--- src/llm_defines.vh ---
`ifndef LLM_DEFINES_VH
`define LLM_DEFINES_VH

// list geometry
`define LLM_MAX_MODULES    8'h20
`define LLM_MAX_CNT        6'h20
`define LLM_IDX_W          6
`define LLM_WORD_W         16
`define LLM_WADR_W         8

// entry word layout: area selector in upper byte, start address in lower byte
`define LLM_SEL_HI         15
`define LLM_SEL_LO         8
`define LLM_ADR_HI         7
`define LLM_ADR_LO         0

// area selector codes
`define LLM_SEL_AREA_P     8'h00
`define LLM_SEL_AREA_Q     8'h01

// list selector
`define LLM_LIST_IN        1'b0
`define LLM_LIST_OUT       1'b1

// reset values
`define LLM_RST_CNT        6'h00
`define LLM_RST_IDX        6'h00
`define LLM_RST_WADR       8'h00
`define LLM_RST_WORD       16'h0000

`endif

--- src/llm_word_fetch.v ---
`timescale 1ns/1ps
`include "llm_defines.vh"

// fetches one list word from the host data block port or the memory card port
module llm_word_fetch (
    // clock and reset
    input  wire                     clk_i,
    input  wire                     rst_b_i,
    // command from the loader
    input  wire                     go_i,
    input  wire [`LLM_WADR_W-1:0]   addr_i,
    input  wire                     card_sel_i,
    output reg                      done_o,
    output reg  [`LLM_WORD_W-1:0]   data_o,
    // host data block port
    output wire                     db_req_o,
    output wire [`LLM_WADR_W-1:0]   db_addr_o,
    input  wire                     db_ack_i,
    input  wire [`LLM_WORD_W-1:0]   db_data_i,
    // memory card port
    output wire                     card_req_o,
    output wire [`LLM_WADR_W-1:0]   card_addr_o,
    input  wire                     card_ack_i,
    input  wire [`LLM_WORD_W-1:0]   card_data_i
);

    reg                     busy_reg;
    reg                     card_reg;
    reg [`LLM_WADR_W-1:0]   addr_reg;
    wire                    ack;

    // only the selected source sees a request; the other stays quiet
    assign db_req_o    = busy_reg & ~card_reg;
    assign card_req_o  = busy_reg & card_reg;
    assign db_addr_o   = addr_reg;
    assign card_addr_o = addr_reg;
    assign ack         = card_reg ? card_ack_i : db_ack_i;

    // request held until the selected source acknowledges
    always @(posedge clk_i) begin
        if (!rst_b_i) begin
            busy_reg <= 1'b0;
            card_reg <= 1'b0;
            addr_reg <= `LLM_RST_WADR;
            done_o   <= 1'b0;
            data_o   <= `LLM_RST_WORD;
        end else begin
            done_o <= 1'b0;
            if (busy_reg && ack) begin
                busy_reg <= 1'b0;
                done_o   <= 1'b1;
                data_o   <= card_reg ? card_data_i : db_data_i;
            end else if (!busy_reg && go_i) begin
                busy_reg <= 1'b1;
                card_reg <= card_sel_i;
                addr_reg <= addr_i;
            end
        end
    end

endmodule

--- src/llm_list_mapper.v ---
`timescale 1ns/1ps
`include "llm_defines.vh"

// How it works
// - after board reset or a host startup pulse the lists are loaded and the first 32 modules of each list are mapped.
// - the list words come either from host data blocks or from the memory card.
// - the first word of each list is the count of entries that follow.
// - entry k after the count belongs to the module at bus location k.
// - each entry has an area selector, 0 for the first area and 1 for the extended area.
// - the entry address is where the module's address range begins.
// - addresses ignore the two configured windows and the module kind.
// - modules and the diagnostic and command registers may sit anywhere in the I/O area.
// - a module may use the same address for its inputs and its outputs.
// - inputs and outputs of a module stay contiguous from their start address.
// - byte-only modules may start on odd byte addresses.
// - inserting or removing modules never shifts the listed addresses.
module llm_list_mapper (
    // clock and reset
    input  wire                     clk_i,
    input  wire                     rst_b_i,
    // startup control
    input  wire                     host_start_i,
    input  wire                     card_sel_i,
    input  wire [`LLM_WADR_W-1:0]   in_list_base_i,
    input  wire [`LLM_WADR_W-1:0]   out_list_base_i,
    // host data block port
    output wire                     db_req_o,
    output wire [`LLM_WADR_W-1:0]   db_addr_o,
    input  wire                     db_ack_i,
    input  wire [`LLM_WORD_W-1:0]   db_data_i,
    // memory card port
    output wire                     card_req_o,
    output wire [`LLM_WADR_W-1:0]   card_addr_o,
    input  wire                     card_ack_i,
    input  wire [`LLM_WORD_W-1:0]   card_data_i,
    // address lookup
    input  wire                     map_req_i,
    input  wire                     map_dir_i,
    input  wire [`LLM_IDX_W-1:0]    map_loc_i,
    input  wire [7:0]               map_offset_i,
    output reg                      map_ack_o,
    output reg                      map_hit_o,
    output reg                      map_area_o,
    output reg  [8:0]               map_addr_o,
    // status
    output wire                     busy_o,
    output reg                      ready_o,
    output reg                      error_o,
    output wire [`LLM_IDX_W-1:0]    in_count_o,
    output wire [`LLM_IDX_W-1:0]    out_count_o
);

    localparam [1:0] ST_IDLE  = 2'b00;
    localparam [1:0] ST_COUNT = 2'b01;
    localparam [1:0] ST_ENTRY = 2'b10;

    // entry decode, shared by both lists
    function entry_area;
        input [`LLM_WORD_W-1:0] w;
        begin
            entry_area = (w[`LLM_SEL_HI:`LLM_SEL_LO] == `LLM_SEL_AREA_Q);
        end
    endfunction

    function entry_bad;
        input [`LLM_WORD_W-1:0] w;
        begin
            entry_bad = (w[`LLM_SEL_HI:`LLM_SEL_LO] != `LLM_SEL_AREA_P) &&
                        (w[`LLM_SEL_HI:`LLM_SEL_LO] != `LLM_SEL_AREA_Q);
        end
    endfunction

    // mapping tables, one per direction
    reg                     in_area_mem  [0:31];
    reg [7:0]               in_addr_mem  [0:31];
    reg                     out_area_mem [0:31];
    reg [7:0]               out_addr_mem [0:31];

    reg [1:0]               state_reg,    state_next;
    reg                     list_reg,     list_next;
    reg [`LLM_IDX_W-1:0]    idx_reg,      idx_next;
    reg [`LLM_IDX_W-1:0]    cnt_reg,      cnt_next;
    reg [`LLM_IDX_W-1:0]    in_cnt_reg,   in_cnt_next;
    reg [`LLM_IDX_W-1:0]    out_cnt_reg,  out_cnt_next;
    reg                     ready_next;
    reg                     error_next;
    reg                     start_pend_reg;
    reg                     go_reg,       go_next;
    reg [`LLM_WADR_W-1:0]   wadr_reg,     wadr_next;
    reg                     src_card_reg, src_card_next;
    reg                     wr_en;
    reg                     taking;

    wire                    fetch_done;
    wire [`LLM_WORD_W-1:0]  fetch_data;
    wire [`LLM_WADR_W-1:0]  base;
    wire [8:0]              next_adr_sum;
    wire [7:0]              raw_cnt;

    assign base         = list_reg ? out_list_base_i : in_list_base_i;
    // next word sits right after the previous one, lists have no gaps
    assign next_adr_sum = {1'b0, base} + {3'b000, idx_reg} + 9'h001;
    assign raw_cnt      = fetch_data[7:0];
    assign busy_o       = (state_reg != ST_IDLE);
    assign in_count_o   = in_cnt_reg;
    assign out_count_o  = out_cnt_reg;

    llm_word_fetch u_fetch (
        .clk_i       (clk_i),
        .rst_b_i     (rst_b_i),
        .go_i        (go_reg),
        .addr_i      (wadr_reg),
        .card_sel_i  (src_card_reg),
        .done_o      (fetch_done),
        .data_o      (fetch_data),
        .db_req_o    (db_req_o),
        .db_addr_o   (db_addr_o),
        .db_ack_i    (db_ack_i),
        .db_data_i   (db_data_i),
        .card_req_o  (card_req_o),
        .card_addr_o (card_addr_o),
        .card_ack_i  (card_ack_i),
        .card_data_i (card_data_i)
    );

    // loader sequence: input list count and entries, then output list
    always @* begin
        state_next    = state_reg;
        list_next     = list_reg;
        idx_next      = idx_reg;
        cnt_next      = cnt_reg;
        in_cnt_next   = in_cnt_reg;
        out_cnt_next  = out_cnt_reg;
        ready_next    = ready_o;
        error_next    = error_o;
        go_next       = 1'b0;
        wadr_next     = wadr_reg;
        src_card_next = src_card_reg;
        wr_en         = 1'b0;
        taking        = 1'b0;
        case (state_reg)
            ST_IDLE: begin
                if (start_pend_reg) begin
                    taking        = 1'b1;
                    ready_next    = 1'b0;
                    error_next    = 1'b0;
                    src_card_next = card_sel_i;
                    list_next     = `LLM_LIST_IN;
                    idx_next      = `LLM_RST_IDX;
                    wadr_next     = in_list_base_i;
                    go_next       = 1'b1;
                    state_next    = ST_COUNT;
                end
            end
            ST_COUNT: begin
                if (fetch_done) begin
                    // count word says how many entries follow
                    if (raw_cnt > `LLM_MAX_MODULES) begin
                        cnt_next   = `LLM_MAX_CNT;
                        error_next = 1'b1;
                    end else begin
                        cnt_next = raw_cnt[`LLM_IDX_W-1:0];
                    end
                    if (list_reg == `LLM_LIST_IN) begin
                        in_cnt_next = cnt_next;
                    end else begin
                        out_cnt_next = cnt_next;
                    end
                    if (cnt_next != `LLM_RST_CNT) begin
                        idx_next   = 6'h01;
                        wadr_next  = next_adr_sum[7:0];
                        go_next    = 1'b1;
                        state_next = ST_ENTRY;
                    end else if (list_reg == `LLM_LIST_IN) begin
                        list_next  = `LLM_LIST_OUT;
                        wadr_next  = out_list_base_i;
                        go_next    = 1'b1;
                    end else begin
                        ready_next = 1'b1;
                        state_next = ST_IDLE;
                    end
                end
            end
            ST_ENTRY: begin
                if (fetch_done) begin
                    // entry position alone names the module
                    wr_en = 1'b1;
                    if (entry_bad(fetch_data)) begin
                        error_next = 1'b1;
                    end
                    if (idx_reg != cnt_reg) begin
                        idx_next  = idx_reg + 6'h01;
                        wadr_next = next_adr_sum[7:0];
                        go_next   = 1'b1;
                    end else if (list_reg == `LLM_LIST_IN) begin
                        list_next  = `LLM_LIST_OUT;
                        idx_next   = `LLM_RST_IDX;
                        wadr_next  = out_list_base_i;
                        go_next    = 1'b1;
                        state_next = ST_COUNT;
                    end else begin
                        ready_next = 1'b1;
                        state_next = ST_IDLE;
                    end
                end
            end
            default: begin
                state_next = ST_IDLE;
            end
        endcase
    end

    // control registers; a startup pulse during a load is kept, not lost
    always @(posedge clk_i) begin
        if (!rst_b_i) begin
            state_reg      <= ST_IDLE;
            list_reg       <= `LLM_LIST_IN;
            idx_reg        <= `LLM_RST_IDX;
            cnt_reg        <= `LLM_RST_CNT;
            in_cnt_reg     <= `LLM_RST_CNT;
            out_cnt_reg    <= `LLM_RST_CNT;
            ready_o        <= 1'b0;
            error_o        <= 1'b0;
            start_pend_reg <= 1'b1;
            go_reg         <= 1'b0;
            wadr_reg       <= `LLM_RST_WADR;
            src_card_reg   <= 1'b0;
        end else begin
            state_reg      <= state_next;
            list_reg       <= list_next;
            idx_reg        <= idx_next;
            cnt_reg        <= cnt_next;
            in_cnt_reg     <= in_cnt_next;
            out_cnt_reg    <= out_cnt_next;
            ready_o        <= ready_next;
            error_o        <= error_next;
            start_pend_reg <= host_start_i | (start_pend_reg & ~taking);
            go_reg         <= go_next;
            wadr_reg       <= wadr_next;
            src_card_reg   <= src_card_next;
        end
    end

    // table write; area comes only from the list, never from module kind
    always @(posedge clk_i) begin
        if (wr_en) begin
            if (list_reg == `LLM_LIST_IN) begin
                in_area_mem[idx_reg[4:0] - 5'h01] <= entry_area(fetch_data);
                in_addr_mem[idx_reg[4:0] - 5'h01] <=
                    fetch_data[`LLM_ADR_HI:`LLM_ADR_LO];
            end else begin
                out_area_mem[idx_reg[4:0] - 5'h01] <= entry_area(fetch_data);
                out_addr_mem[idx_reg[4:0] - 5'h01] <=
                    fetch_data[`LLM_ADR_HI:`LLM_ADR_LO];
            end
        end
    end

    // lookup: location and byte offset to host address
    wire [4:0]              map_slot;
    wire [`LLM_IDX_W-1:0]   map_cnt;
    wire                    map_in_range;
    wire                    sel_area;
    wire [7:0]              sel_start;

    assign map_slot     = map_loc_i[4:0] - 5'h01;
    assign map_cnt      = map_dir_i ? out_cnt_reg : in_cnt_reg;
    // address fixed by list position, no topology shift on insert or removal
    assign map_in_range = (map_loc_i != 6'h00) && (map_loc_i <= map_cnt);
    // input and output tables are independent, so both may hold one address
    assign sel_area     = map_dir_i ? out_area_mem[map_slot] : in_area_mem[map_slot];
    assign sel_start    = map_dir_i ? out_addr_mem[map_slot] : in_addr_mem[map_slot];

    // odd starts pass unchanged; no word alignment is forced
    always @(posedge clk_i) begin
        if (!rst_b_i) begin
            map_ack_o  <= 1'b0;
            map_hit_o  <= 1'b0;
            map_area_o <= 1'b0;
            map_addr_o <= 9'h000;
        end else begin
            map_ack_o <= map_req_i;
            if (map_req_i) begin
                map_hit_o  <= ready_o & map_in_range;
                map_area_o <= sel_area;
                map_addr_o <= {1'b0, sel_start} + {1'b0, map_offset_i};
            end
        end
    end

endmodule

--- config.mk ---
export PLATFORM = sky130hd
export DESIGN_NAME = llm_list_mapper
export DESIGN_NICKNAME = d
export VERILOG_FILES = /design/src/llm_word_fetch.v /design/src/llm_list_mapper.v
export VERILOG_INCLUDE_DIRS = /design/src
export SDC_FILE = /design/constraint.sdc
export NUM_CORES = 1
export LEC_CHECK = 0
export BUFFER_PORTS_ARGS = -buffer_cell sky130_fd_sc_hd__buf_2
export CAP_MARGIN = 40
export CORE_ASPECT_RATIO = 0.5
export CORE_MARGIN = 2
export CORE_UTILIZATION = 31
export CTS_CLUSTER_DIAMETER = 50
export DETAILED_ROUTE_END_ITERATION = 6
export GPL_TIMING_DRIVEN = 0
export MAX_ROUTING_LAYER = met4
export PLACE_DENSITY = 0.5
export SYNTH_ARGS = -nofsm -noshare
export SYNTH_HDL_FRONTEND = slang
export SYNTH_SLANG_ARGS = --single-unit
--- constraint.sdc ---
create_clock -name clk_i -period 8.5 [get_ports clk_i]
set_clock_uncertainty 0.1 [all_clocks]
set_input_delay 0.425 -clock clk_i [delete_from_list [all_inputs] [get_ports clk_i]]
set_output_delay 0.425 -clock clk_i [all_outputs]
set_load 0.1 [all_outputs]
# Word level (Yosys, flattened, before mapping)
# Memories as Yosys holds them, arrays and structs flattened.
# Cells that the tools add are included.
[word_totals]
ramBits = 576
n_memories = 4
word_cells = 144
regBits = 79
out_inout_bits = 45
input_bits = 70
[mem_list]
columns = ["memory", "words", "width", "rd", "rd_ports_with_merged_regs", "write_ports", "line", "rtl"]
rows = [
  ["in_addr_mem", 32, 8, 1, 0, 1, "llm_list_mapper.v:75", "reg [7:0] in_addr_mem [0:31];"],
  ["out_addr_mem", 32, 8, 1, 0, 1, "llm_list_mapper.v:77", "reg [7:0] out_addr_mem [0:31];"],
  ["in_area_mem", 32, 1, 1, 0, 1, "llm_list_mapper.v:74", "reg in_area_mem [0:31];"],
  ["out_area_mem", 32, 1, 1, 0, 1, "llm_list_mapper.v:76", "reg out_area_mem [0:31];"],
]
[op_classes]
reduce_logical = 22
bitwise = 10
magnitude_cmp = 2
add_sub_neg = 6
mux = 64
eq_ne = 15
[op_table]
columns = ["cell", "count"]
rows = [
  ["two-way mux 8 bit", 8],
  ["two-way mux 6 bit", 10],
  ["two-way mux 1 bit", 32],
  ["case mux 8 bit (3 select lines)", 1],
  ["case mux 6 bit (3 select lines)", 1],
  ["AND reduction 6 bit", 3],
  ["two-way mux 16 bit", 1],
  ["two-way mux 2 bit", 6],
  ["!= test 2 bit (second input constant)", 6],
  ["case mux 1 bit (3 select lines)", 4],
  ["nonzero test 6 bit", 2],
  ["subtractor 5 x 1 -> 5 bit (second input constant)", 2],
  ["adder 8 x 8 -> 9 bit", 1],
  ["adder 8 x 1 -> 8 bit (second input constant)", 1],
  ["adder 8 x 6 -> 8 bit", 1],
  ["== test 8 x 1 -> 1 bit (second input constant)", 1],
  ["> comparator 8 x 6 -> 1 bit (second input constant)", 1],
  ["!= test 8 x 1 -> 1 bit (second input constant)", 1],
  ["nonzero test 8 bit", 1],
  ["adder 6 x 1 -> 6 bit (second input constant)", 1],
  ["<= comparator 6 bit", 1],
  ["!= test 3 bit (second input constant)", 2],
  ["!= test 6 bit", 1],
  ["case mux 2 bit (3 select lines)", 1],
  ["other kinds (16)", 30],
]

# Logic depth before layout (Yosys ltp)
# Gate-level depths: netlist (run 1).
[logic_depth]
ltp_word = 8
mapped_depth = 19
depth_no_buf = 14

# Cells and area by module
# A second synthesis (run 1) with hierarchy kept.
[unflattened]
hier_cells = 1453
area_unflattened_um2 = 26920.8
[by_module_without_submodules]
columns = ["module", "seq_area_each_um2", "cells_per_inst", "instances", "area_each_um2"]
rows = [
  ["llm_list_mapper", 18337.6, 1343, 1, 25763.5],
  ["llm_word_fetch", 540.5, 110, 1, 1157.4],
]

# Worst setup path after synthesis (run 1)
# No wires, ideal clock.
[synth_timing]
path_kind = "input to register"
start = "input map_loc_i[0]"
end = "register map_addr_o[8]"
path_stages = 19
arrival_time_ps = 4610
setup_slack_ps = 3666
setup_ps = 124
t_required_ps = 8276
path_buffers = 5
cell_sequence = "buf_6 > buf_4 > inv_1 > ha_1 > buf_2 > buf_2 > buf_1 > mux4_2 > mux4_2 > mux4_2 > ha_1 > fa_1 > a21o_1 > a21oi_1 > o21bai_1 > a21oi_1 > o21bai_1 > a21oi_1 > o21ai_0"
[synth_between]
elab_chain_len = 4
word_cells_on_any_way = 5
classes_between = "2 x add/sub; 1 x mux; 2 x memory"
[synth_lines]
columns = ["element", "line", "rtl"]
rows = [
  ["from (decl)", "llm_list_mapper.v:39", "input wire [`LLM_IDX_W-1:0] map_loc_i,"],
  ["subtractor 5 x 1 -> 5 bit *", "llm_list_mapper.v:266", "assign map_slot = map_loc_i[4:0] - 5'h01;"],
  ["memory read (32 x 8 bit), on equally long branches", "-", ""],
  ["two-way mux 8 bit *", "llm_list_mapper.v:272", "assign sel_start = map_dir_i ? out_addr_mem[map_slot] : in_addr_mem[map_slot];"],
  ["adder 8 x 8 -> 9 bit *", "llm_list_mapper.v:286", "map_addr_o <= {1'b0, sel_start} + {1'b0, map_offset_i};"],
  ["to (signal assigned)", "llm_list_mapper.v:286", ""],
  ["to (decl)", "llm_list_mapper.v:44", "output reg [8:0] map_addr_o,"],
]
# Mark *: on every way between the ends. The rest lies on a longest branch, timed or not.
# A chain may end at the register's enable or synchronous reset.

# Final worst setup path (run 1)
# Ends and elaborated chain as after synthesis.

==> key figures, run 1 <==
Timing
  • Setup TNS: 0 ps
  • RSZ-0062 raised after global routing: no
  • Slew HR: 0.277
  • Final setup fails: 0
  • Fin crit share: 0.707
  • Worst Tran Pin Value: ~1100 ps
  • Max Clk Rate: roughly 170 MHz
  • Slew Limit Fails: 0
  • Tmin final: 6010 ps
  • Fin Hold WS: approximately 25 ps
  • Endpoints failing hold: 0

Die
  • Core footprint: between 80000 and 90000 µm²
  • Die area: between 80000 and 90000 µm²
  • Row Count: 76
  • I/O pin total: about 120
  • Initial Util: 0.313
  • Die Ht: ~210 µm
  • Die X: around 420 µm

Synth
  • Top post-synthesis cells by area: edfxtp_1 (64%), mux4_2 (16%), dfxtp_1 (5.9%)
  • Sequential area share after synthesis: 0.701
  • Post-synth top flop: edfxtp_1
  • Post-Syn Instances: 1473
  • Synth Warn #: 0
  • Area leader, netlist: edfxtp_1
  • Async SR Flop Fraction: 0
  • Yosys cell types: 56
  • Synthesized flop and latch total: around 660
  • Post-synth top area share: 0.642
  • Most frequent cell after synthesis: edfxtp_1
  • Area of the mapped netlist: 26900 µm²
  • Synth top cells by count: edfxtp_1 (576), mux4_2 (187), nor2_1 (125)
  • Number of synthesized flops with an enable pin: ~580
  • Mean area per synthesized cell: between 15 and 20 µm²
  • Mapped Nets: around 1600

Setup path
  • Worst path slowest cell: buf_1
  • CP Cell Sequence: buf_6 -> buf_4 -> inv_1 -> ha_1 -> buf_2 -> buf_2 -> buf_1 -> mux4_2 -> mux4_2 -> mux4_2 -> ha_1 -> fa_1 -> a21o_1 -> a21oi_1 -> o21bai_1 -> a21oi_1 -> o21bai_1 -> a21oi_1 -> o21ai_0
  • CP Capture Type: flop
  • Crit path launch type: input pin
  • Worst stage delay on the critical path: roughly 630 ps
  • WP buf/inv: 6
  • CP arrival: between 6000 and 7000 ps
  • Worst path top cell family by delay: buffers and inverters
  • Max FO, Critical Path: 10
  • Critical path class: in -> reg
  • Critical path required time: a little under 9000 ps

Clocking
  • Root Buffer Master: clkbuf_16
  • Clock-pin transition on the worst setup and hold timing paths: around 70 ps
  • CTS tree: yes
  • CTS Buf Count: 61
  • Clk Latency, worst-skew pair: roughly 670 ps
  • H-tree levels: 2
  • Setup repair bufs after CTS: 0
  • Clk sink count: 655
  • Resized cells post-CTS: 0
  • CTS Hold Bufs: 5
  • CTS Buffer Depth: 3

Final layout
  • Area added between synthesis and finish: 17.7%
  • Final cell count without fillers: between 2000 and 3000
  • Final core occ: 0.368
  • # nets final: around 1800
  • Proportion of layout cells with a drive suffix above 1: 0.295

Global route
  • GRT Total Usage: 0.166
  • GR Overflow Total: 0
  • Number of global-route vias before repair: about 15000
  • Largest net degree at the start of global routing: 70
  • First-pass GRT wire length: about 100 mm
  • Initial antenna violation count: 1

Detailed routing
  • ANT nets after route: 0
  • Vias/cell: roughly 4.9
  • DRC viols: 0
  • First-pass iteration count of the detailed router: 5
  • Post-DR wirelength/cell: 24.1 µm
  • Via count: between 10000 and 15000
  • Final wirelength: 71.1 mm
  • Starting DRT DRC Count: approximately 1300

Power
  • Maximum vdd ir drop: around 150 µV
  • Final Power: between 7 and 8 mW
  • Leakage: slightly above 10 nW
  • Power Density: 243 nW/µm²

Place
  • DP HPWL: approximately 49 mm
  • I/O Buffers: about 110
  • Placed cells: 2832
  • Gp weighted congestion: about 0.84

Flow run
  • Total of max-cap violations: 0

Status
  • Outcome: complete, no violations

Min path
  • Hold Crit Class: in -> reg
-- path summary, 6_finish.rpt --
kind,startpoint,endpoint,slack (ps),depth (start not counted)
hold reg to reg,src_card_reg,u_fetch.card_reg,350,2
setup reg to reg,out_addr_mem[0][0],map_addr_o[8],4220,12
setup / recovery,map_loc_i[0],map_addr_o[8],2490,19
hold / removal,db_data_i[10],u_fetch.data_o[10],30,3
-- metal layers --
layer,part of all wire,GRT usage
met1,0.46,0.233
met2,0.46,0.249
met3,0.061,0.0300
met4,0.021,0.0424
met5,0,-
-- through the flow --
stage	cell area [µm²]	setup slack [ps]
finish	31700	2490
global route	31700	2390
CTS	31700	2430
detailed placement	29700	1750
global placement	28900	1660
floorplan	26900	3670
-- kinds of logic (layout without fill, tap and decap cells) --
| family | count (synthesis) | after routing | share of synthesized area |
|---|---|---|---|
| xor+xnor | 19 | 19 | 0.00646 |
| simple gates | 272 | 272 | 0.0448 |
| other cells | 0 | 1 | 0 |
| mux | 246 | 246 | 0.179 |
| fa+ha+maj | 34 | 34 | 0.0164 |
| compound gates | 142 | 142 | 0.0343 |
| buf+inv | 105 | 414 | 0.0181 |
| flops | 655 | 655 | 0.701 |
-- worst register-to-register path, stage by stage, from the launching register on --
cell and delay (ps):
edfxtp_1 370, mux4_2 550, mux4_2 540, mux4_2 560
ha_1 250, fa_1 490, a21o_1 200, a21oi_1 230
o21bai_1 90, a21oi_1 230, o21bai_1 90, a21oi_1 330
o21ai_0 120
-- cells in the final DEF (no fill, tap or decap), types with 14 or more instances in the layout --
cell type / netlist / layout
a211oi_1: 21 / 21
a21oi_1: 42 / 42
buf_2: 15 / 126
buf_4: 16 / 78
clkbuf_1: 45 / 51
clkbuf_16: 0 / 61
clkinv_1: 0 / 18
clkinv_2: 0 / 14
dfxtp_1: 79 / 71
edfxtp_1: 576 / 576
ha_1: 32 / 32
inv_1: 17 / 17
mux2i_1: 49 / 49
mux4_2: 187 / 187
nand2_1: 65 / 65
nand3_1: 28 / 28
nor2_1: 125 / 125
o21ai_0: 20 / 20
-- final cells by class --
type	count	area, µm²
Buffer	88	424
Clock buffer	67	1550
Tap cell	1170	1460
Multi-Input combinational cell	713	7560
Inverter	17	63.8
Clock inverter	48	389
Timing Repair Buffer	194	1330
Sequential cell	655	18900
Fill cell	8111	54400
Antenna cell	1	2.50
-- power by group --
group / switching, mW / leakage (nW) / internal [mW]
sequential: 0.122 / 5.79 / 3.63
combinational: 0.832 / 3.55 / 0.427
clock: 1.25 / 0.953 / 1.42
Power figures use the tool's default switching activity.
==> run 2, diff against run 1 <==
--- a/config.mk
+++ b/config.mk
@@ -15,7 +15,7 @@
 export DETAILED_ROUTE_END_ITERATION = 6
 export GPL_TIMING_DRIVEN = 0
 export MAX_ROUTING_LAYER = met4
-export PLACE_DENSITY = 0.5
+export PLACE_DENSITY = 0.51
 export SYNTH_ARGS = -nofsm -noshare
 export SYNTH_HDL_FRONTEND = slang
 export SYNTH_SLANG_ARGS = --single-unit
==> constraint.sdc (replaced) <==
create_clock -name clk_i -period 5.52 [get_ports clk_i]
set_clock_uncertainty 0.1 [all_clocks]
set_input_delay 0.276 -clock clk_i [delete_from_list [all_inputs] [get_ports clk_i]]
set_output_delay 0.276 -clock clk_i [all_outputs]
set_load 0.1 [all_outputs]
==> run 2 against run 1 <==
Effect of this change:
- final cell count increased by 1.6%
- clock power increased by 66%
- count of clock-buffer cells in the layout is 17 higher
- final area up 1.9%
- largest power group unchanged
- worst setup slack got worse by 2300 ps
- routed wire length is 0.56% lower
- first-iteration DRC count up 4.4%
- sequential power grew 54%
- highest routed layer unchanged
- worst hold slack gained 19 ps
- largest cell class unchanged
==> key figures, run 2 (synthesized netlist as in run 1, its figures left out) <==
Setup path
  • Critical path required time: 5910 ps (-3020 ps)
  • Worst stage delay on the critical path: 560 ps (-70 ps)
  • CP Cell Sequence: buf_6 -> buf_4 -> inv_1 -> ha_1 -> buf_2 -> buf_4 -> clkbuf_2 -> buf_8 -> mux4_2 -> mux4_2 -> mux4_2 -> ha_1 -> fa_1 -> a21o_1 -> a21oi_2 -> o21bai_1 -> a21oi_1 -> o21bai_1 -> a21oi_1 -> o21ai_0
  • Crit path launch type: input pin
  • CP dominant cell by count: mux4_2
  • CP arrival: 5760 ps (-680 ps)
  • Critical path class: in -> reg
  • Worst path slowest cell: mux4_2
  • Max FO, Critical Path: 10 (unchanged)
  • CP Capture Type: flop

Final layout
  • Area added between synthesis and finish: 19.9%
  • # diodes: 0 (-1)
  • Storage cell area: 18900 µm² (about the same)
  • Most frequent cells in the layout: edfxtp_1 (576), mux4_2 (187), buf_2 (125), nor2_1 (125), buf_4 (82)
  • Proportion of layout cells with a drive suffix above 1: 0.296 (+0.00172)
  • Multi-input gate area: 7560 µm² (about the same)
  • Fill count: 7954 (-1.9%)
  • Final cell count without fillers: 2999 (+1.6%)
  • # nets final: 1881 (+2.6%)
  • Post-route cell area: 32300 µm² (+1.9%)
  • Most common cell after layout, fill and taps aside: edfxtp_1

Global route
  • Number of global-route vias before repair: 14738 (+0.081%)
  • First-pass GRT wire length: 103 mm (-0.48%)
  • GR Overflow Total: 0 (unchanged)
  • Initial antenna violation count: 1 (unchanged)
  • GRT Total Usage: 0.164 (-0.00130)
  • Largest net degree at the start of global routing: 70 (unchanged)

Clocking
  • Setup repair bufs after CTS: 0 (unchanged)
  • CTS tree: yes
  • Root Buffer Master: clkbuf_16
  • Clock-pin transition on the worst setup and hold timing paths: 60 ps (about the same)
  • CTS Buffer Depth: 3 (unchanged)
  • H-tree levels: 3 (+1)
  • Clk Latency, worst-skew pair: 610 ps (-60 ps)
  • CTS Buf Count: 66 (+8.2%)
  • Clk sink count: 655 (unchanged)

Detailed routing
  • Vias/cell: 4.94 (+0.10%)
  • Via count: 14808 (+1.7%)
  • Starting DRT DRC Count: 1324 (+4.4%)
  • DRC viols: 0 (unchanged)
  • ANT nets after route: 0 (unchanged)
  • Post-DR wirelength/cell: 23.6 µm (-2.1%)
  • Final wirelength: 70.7 mm (-0.56%)
  • First-pass iteration count of the detailed router: 6 (+1)

Die
  • I/O pin total: 115 (unchanged)
  • Die area: 89400 µm² (unchanged)
  • Core footprint: 86100 µm² (unchanged)
  • Die Ht: 212 µm (unchanged)
  • Die X: 421 µm (unchanged)
  • Initial Util: 0.313 (unchanged)
  • Row Count: 76 (unchanged)

Place
  • Placed inst area: 29700 µm² (about the same)
  • Gp weighted congestion: 0.853 (+1.6%)
  • DP HPWL: 49.6 mm (+0.30%)
  • I/O Buffers: 111 (unchanged)
  • Placed cells: 2833 (+0.035%)

Min path
  • Hold Crit Class: in -> reg

Status
  • Outcome: complete, no violations

Flow run
  • Total of max-cap violations: 0 (unchanged)

Power
  • Power Density: 377 nW/µm² (+55%)
  • Final Power: 12.2 mW (+58%)
  • Leakage: 10.6 nW (+2.5%)
  • Maximum vdd ir drop: 217 µV (+44%)

Timing
  • Fin crit share: 0.973
  • RSZ-0062 raised after global routing: no
  • Worst Tran Pin Value: 933 ps (-152 ps)
  • Final setup fails: 0 (unchanged)
  • Tmin final: 5370 ps
  • Fin Hold WS: 43.7 ps (+18.7 ps)
  • Slew Limit Fails: 0 (unchanged)
  • Endpoints failing hold: 0 (unchanged)
  • Slew HR: 0.378 (+0.101)
  • Setup TNS: 0 ps (unchanged)
  • Max Clk Rate: between 150 and 200 MHz
-- run 2: cell types whose count changed in the layout (fill, tap and decap cells not counted), sizes merged --
cell         delta
bufinv          +1
clkbuf         +19
clkinv         -16
clkinvlp        +3
diode           -1
dlygate4sd3    +40
-- run 2: critical path, delay by kind of cell --
kind                     cells  cell delay [ps]
multiplexers                 3             1420
AO/OA/AOI/OAI                7             1420
adder cells (fa/ha/maj)      3              990
buffers and inverters        7             1600
-- run 2: where the power goes --
group	switching [mW]	leakage, nW	total, mW	internal [mW]
clock network	1.94	1.02	4.42	2.48
registers	0.202	5.79	5.79	5.59
logic	1.27	3.75	1.96	0.688
-- run 2: final timing paths --
kind / slack, ps / depth (start not counted) / endpoint / start
min: 40 / 4 / map_hit_o / map_loc_i[4]
min reg2reg: 360 / 2 / map_addr_o[5] / map_addr_o[5]
max reg2reg: 1190 / 12 / map_addr_o[8] / out_addr_mem[0][0]
max: 150 / 20 / map_addr_o[8] / map_loc_i[0]
-- run 2: what timing repair did --
item,CTS,global route
setup endpoints to repair,2,1
hold endpoints to repair,31,0
gates resized for setup,5,12
hold buffers,45,0
gates cloned,0,0
-- run 2: area by class of cell --
class	instances	share of cell area
multi-input combinational	713	0.234
clock buffer	84	0.0547
clock inverter	36	0.0106
buffer	88	0.0137
sequential	655	0.585
inverter	17	0.00198
tap	1170	0.0454
timing repair buffer	236	0.0538
-- run 2: routing by layer --
layer	up-vias	GRT usage	routed length [µm]
met5	-	-	0
met4	0	0.0372	1300
met3	87	0.0342	5090
met2	461	0.241	31800
met1	7715	0.235	32400
li1	6545	-	-
-- run 2: through the flow --
step | worst slack (ps) | utilization
2_1_floorplan | 835 | -
5_1_grt | 4.98 | 0.375
4_1_cts | 63.7 | 0.375
6_report | 151 | 0.375
3_3_place_gp | -1230 | 0.336
3_5_place_dp | -1120 | 0.345
==> run 3, diff against run 2 <==
--- a/config.mk
+++ b/config.mk
@@ -15,7 +15,7 @@
 export DETAILED_ROUTE_END_ITERATION = 6
 export GPL_TIMING_DRIVEN = 0
 export MAX_ROUTING_LAYER = met4
-export PLACE_DENSITY = 0.51
+export PLACE_DENSITY = 0.57
 export SYNTH_ARGS = -nofsm -noshare
 export SYNTH_HDL_FRONTEND = slang
 export SYNTH_SLANG_ARGS = --single-unit
==> run 3 against run 2 <==
Effect of this change:
- register-to-register slack gained 350 ps
- via count grew 1.3%
- highest routed layer unchanged
- global-route usage barely moved
- critical path depth down 2
- clock power up 0.9%
- combinational power is 3% higher
- first-iteration DRC count is 24% higher
- non-clock buffer count is 10 lower
- sequential cell count stayed put
- worst hold slack got worse by 23 ps
==> key figures, run 3 (synthesized netlist as in run 1, its figures left out) <==
Status
  • Outcome: complete, no violations

Timing
  • Endpoints failing hold: 0 (unchanged)
  • Slew HR: 0.375 (-0.00347)
  • RSZ-0062 raised after global routing: no
  • Worst Tran Pin Value: 934 ps (+1.75 ps)
  • Max Clk Rate: 193 MHz (+3.6%)
  • Final setup fails: 0 (unchanged)
  • Slew Limit Fails: 0 (unchanged)
  • Tmin final: 5180 ps (-189 ps)
  • PnR worst setup slack: 340 ps (+189 ps)
  • Fin crit share: 0.938 (-0.0342)

Clocking
  • Root Buffer Master: clkbuf_16
  • H-tree levels: 3 (unchanged)
  • CTS Buf Count: 66 (unchanged)
  • Clk sink count: 655 (unchanged)
  • CTS Buffer Depth: 3 (unchanged)
  • CTS tree: yes
  • Clock-pin transition on the worst setup and hold timing paths: 60 ps (about the same)
  • Setup repair bufs after CTS: 0 (unchanged)
  • Clk Latency, worst-skew pair: 610 ps (about the same)

Setup path
  • Max FO, Critical Path: 10 (unchanged)
  • Critical path required time: 5920 ps (about the same)
  • CP arrival: 5580 ps (-180 ps)
  • CP startpoint: map_loc_i[0]
  • RR Startpoint: list_reg
  • CP Capture Type: flop
  • Crit path launch type: input pin
  • Critical path class: in -> reg

Die
  • Die Ht: 212 µm (unchanged)
  • Row Count: 76 (unchanged)
  • Initial Util: 0.313 (unchanged)
  • I/O pin total: 115 (unchanged)
  • Core footprint: 86100 µm² (unchanged)
  • Die area: 89400 µm² (unchanged)
  • Die X: 421 µm (unchanged)

Power
  • Internal power: 8.86 mW (+1.1%)
  • Flop pwr share: 0.470 (-0.006)
  • Switching Share: 0.275 (-0.00514)
  • Maximum vdd ir drop: 193 µV (-11%)
  • Switching pwr: 3.36 mW (-1.5%)
  • Clock power frac: 0.365 (+0.002)
  • Comb power frac: 0.165 (+0.004)
  • Leakage: 10.5 nW (-0.18%)
  • Power Density: 379 nW/µm² (+0.43%)

Final layout
  • Proportion of layout cells with a drive suffix above 1: 0.290 (-0.00646)
  • Storage cell area: 18900 µm² (about the same)
  • Most common cell after layout, fill and taps aside: edfxtp_1
  • Multi-input gate area: 7560 µm² (about the same)
  • Area added between synthesis and finish: 19.8% (about the same)
  • Post-route cell area: 32300 µm² (about the same)
  • Most frequent cells in the layout: edfxtp_1 (576), mux4_2 (187), buf_2 (127), nor2_1 (125), dfxtp_1 (71)
  • # nets final: 1871 (-0.53%)
  • Fill count: 7925 (-0.36%)
  • # diodes: 0 (unchanged)

Place
  • Placement Setup Slack: -525 ps (+598 ps)
  • Gp weighted congestion: 0.874 (+2.4%)
  • I/O Buffers: 111 (unchanged)
  • DP HPWL: 50.8 mm (+2.4%)
  • Placed inst area: 29700 µm² (about the same)

Detailed routing
  • ANT nets after route: 0 (unchanged)
  • First-pass iteration count of the detailed router: 5 (-1)
  • Vias/cell: 5.02 (+1.6%)
  • Starting DRT DRC Count: 1636 (+24%)
  • Via count: 14995 (+1.3%)
  • Final wirelength: 70.7 mm (+0.13%)
  • DRC viols: 0 (unchanged)
  • Post-DR wirelength/cell: 23.7 µm (+0.50%)

Min path
  • Hold Crit Class: in -> reg
  • Hold Startpoint: card_data_i[2]

Global route
  • GRT Total Usage: 0.165 (+0.000237)
  • GR Overflow Total: 0 (unchanged)
  • Largest net degree at the start of global routing: 53 (-24%)
  • Number of global-route vias before repair: 14964 (+1.5%)
  • Initial antenna violation count: 0 (-1)
  • First-pass GRT wire length: 103 mm (+0.90%)

Flow run
  • Total of max-cap violations: 0 (unchanged)
==> run 3: changes by cell type in the layout (fill, tap and decap cells not counted), sizes merged <==
cell / delta
bufinv: +1
clkinv: +1
clkinvlp: -4
dlygate4sd3: -3
buf: -7
inv: +1
==> run 3: timing repair <==
action | 4_1_cts | 5_1_grt
hold buffers | 42 | 0
resized for setup | 0 | 6
hold endpoints to repair | 27 | 0
setup endpoints to repair | 0 | 3
==> run 3: power by group through the flow <==
stage | combinational [mW] | sequential [mW] | clock (mW)
after floorplan | 1.10 | 6.03 | 0
after global placement | 1.81 | 5.96 | 0
after detailed placement | 1.99 | 5.85 | 0
after CTS | 2.02 | 5.74 | 4.54
after global routing | 2.15 | 5.76 | 4.74
final | 2.02 | 5.74 | 4.46
==> run 3: final timing paths <==
path              depth (start not counted)           endpoint  slack (ps)
hold reg to reg                           2      map_addr_o[5]         360
setup reg to reg                         12        wadr_reg[7]        1540
setup / recovery                         18      map_addr_o[7]         340
hold / removal                            3  u_fetch.data_o[2]          20
==> run 3: routing by layer <==
layer | up-vias | global-route usage | share of wire
met5 | - | - | 0
met4 | 0 | 0.0391 | 0.018
met3 | 90 | 0.0254 | 0.056
met1 | 7904 | 0.226 | 0.45
li1 | 6530 | - | -
met2 | 471 | 0.258 | 0.48
==> run 3: per-stage QoR <==
| stage | utilization | TNS [ps] | total power [mW] | cells | hold slack, ps |
|---|---|---|---|---|---|
| CTS | 0.375 | 0 | 12.3 | 2985 | 8.00 |
| global placement | 0.336 | -3600 | 7.77 | 2754 | 342 |
| finish | 0.375 | 0 | 12.2 | 2988 | 20.9 |
| floorplan | - | 0 | 7.13 | 1473 | 270 |
| global route | 0.375 | 0 | 12.7 | 2988 | 38.2 |
| detailed placement | 0.345 | -2010 | 7.84 | 2824 | 355 |
==> run 3: area by class of cell <==
| type | instances | area share |
|---|---|---|
| Clock inverter | 35 | 0.0107 |
| Clock buffer | 84 | 0.0559 |
| Tap cell | 1170 | 0.0454 |
| Multi-Input combinational cell | 713 | 0.234 |
| Timing Repair Buffer | 226 | 0.0528 |
| Buffer | 88 | 0.0133 |
| Sequential cell | 655 | 0.586 |
| Inverter | 17 | 0.00198 |
==> run 3: critical path, stage by stage <==
cell      delay, ps
buf_6           190
buf_4           290
inv_1           130
ha_1            350
buf_2           230
buf_2           380
clkbuf_1        660
mux4_2          440
mux4_2          540
mux4_2          490
ha_1            330
a21oi_1         240
nor2b_1          80
o21a_1          190
o41ai_1         250
buf_2           220
xnor2_1          80
a22o_1          190
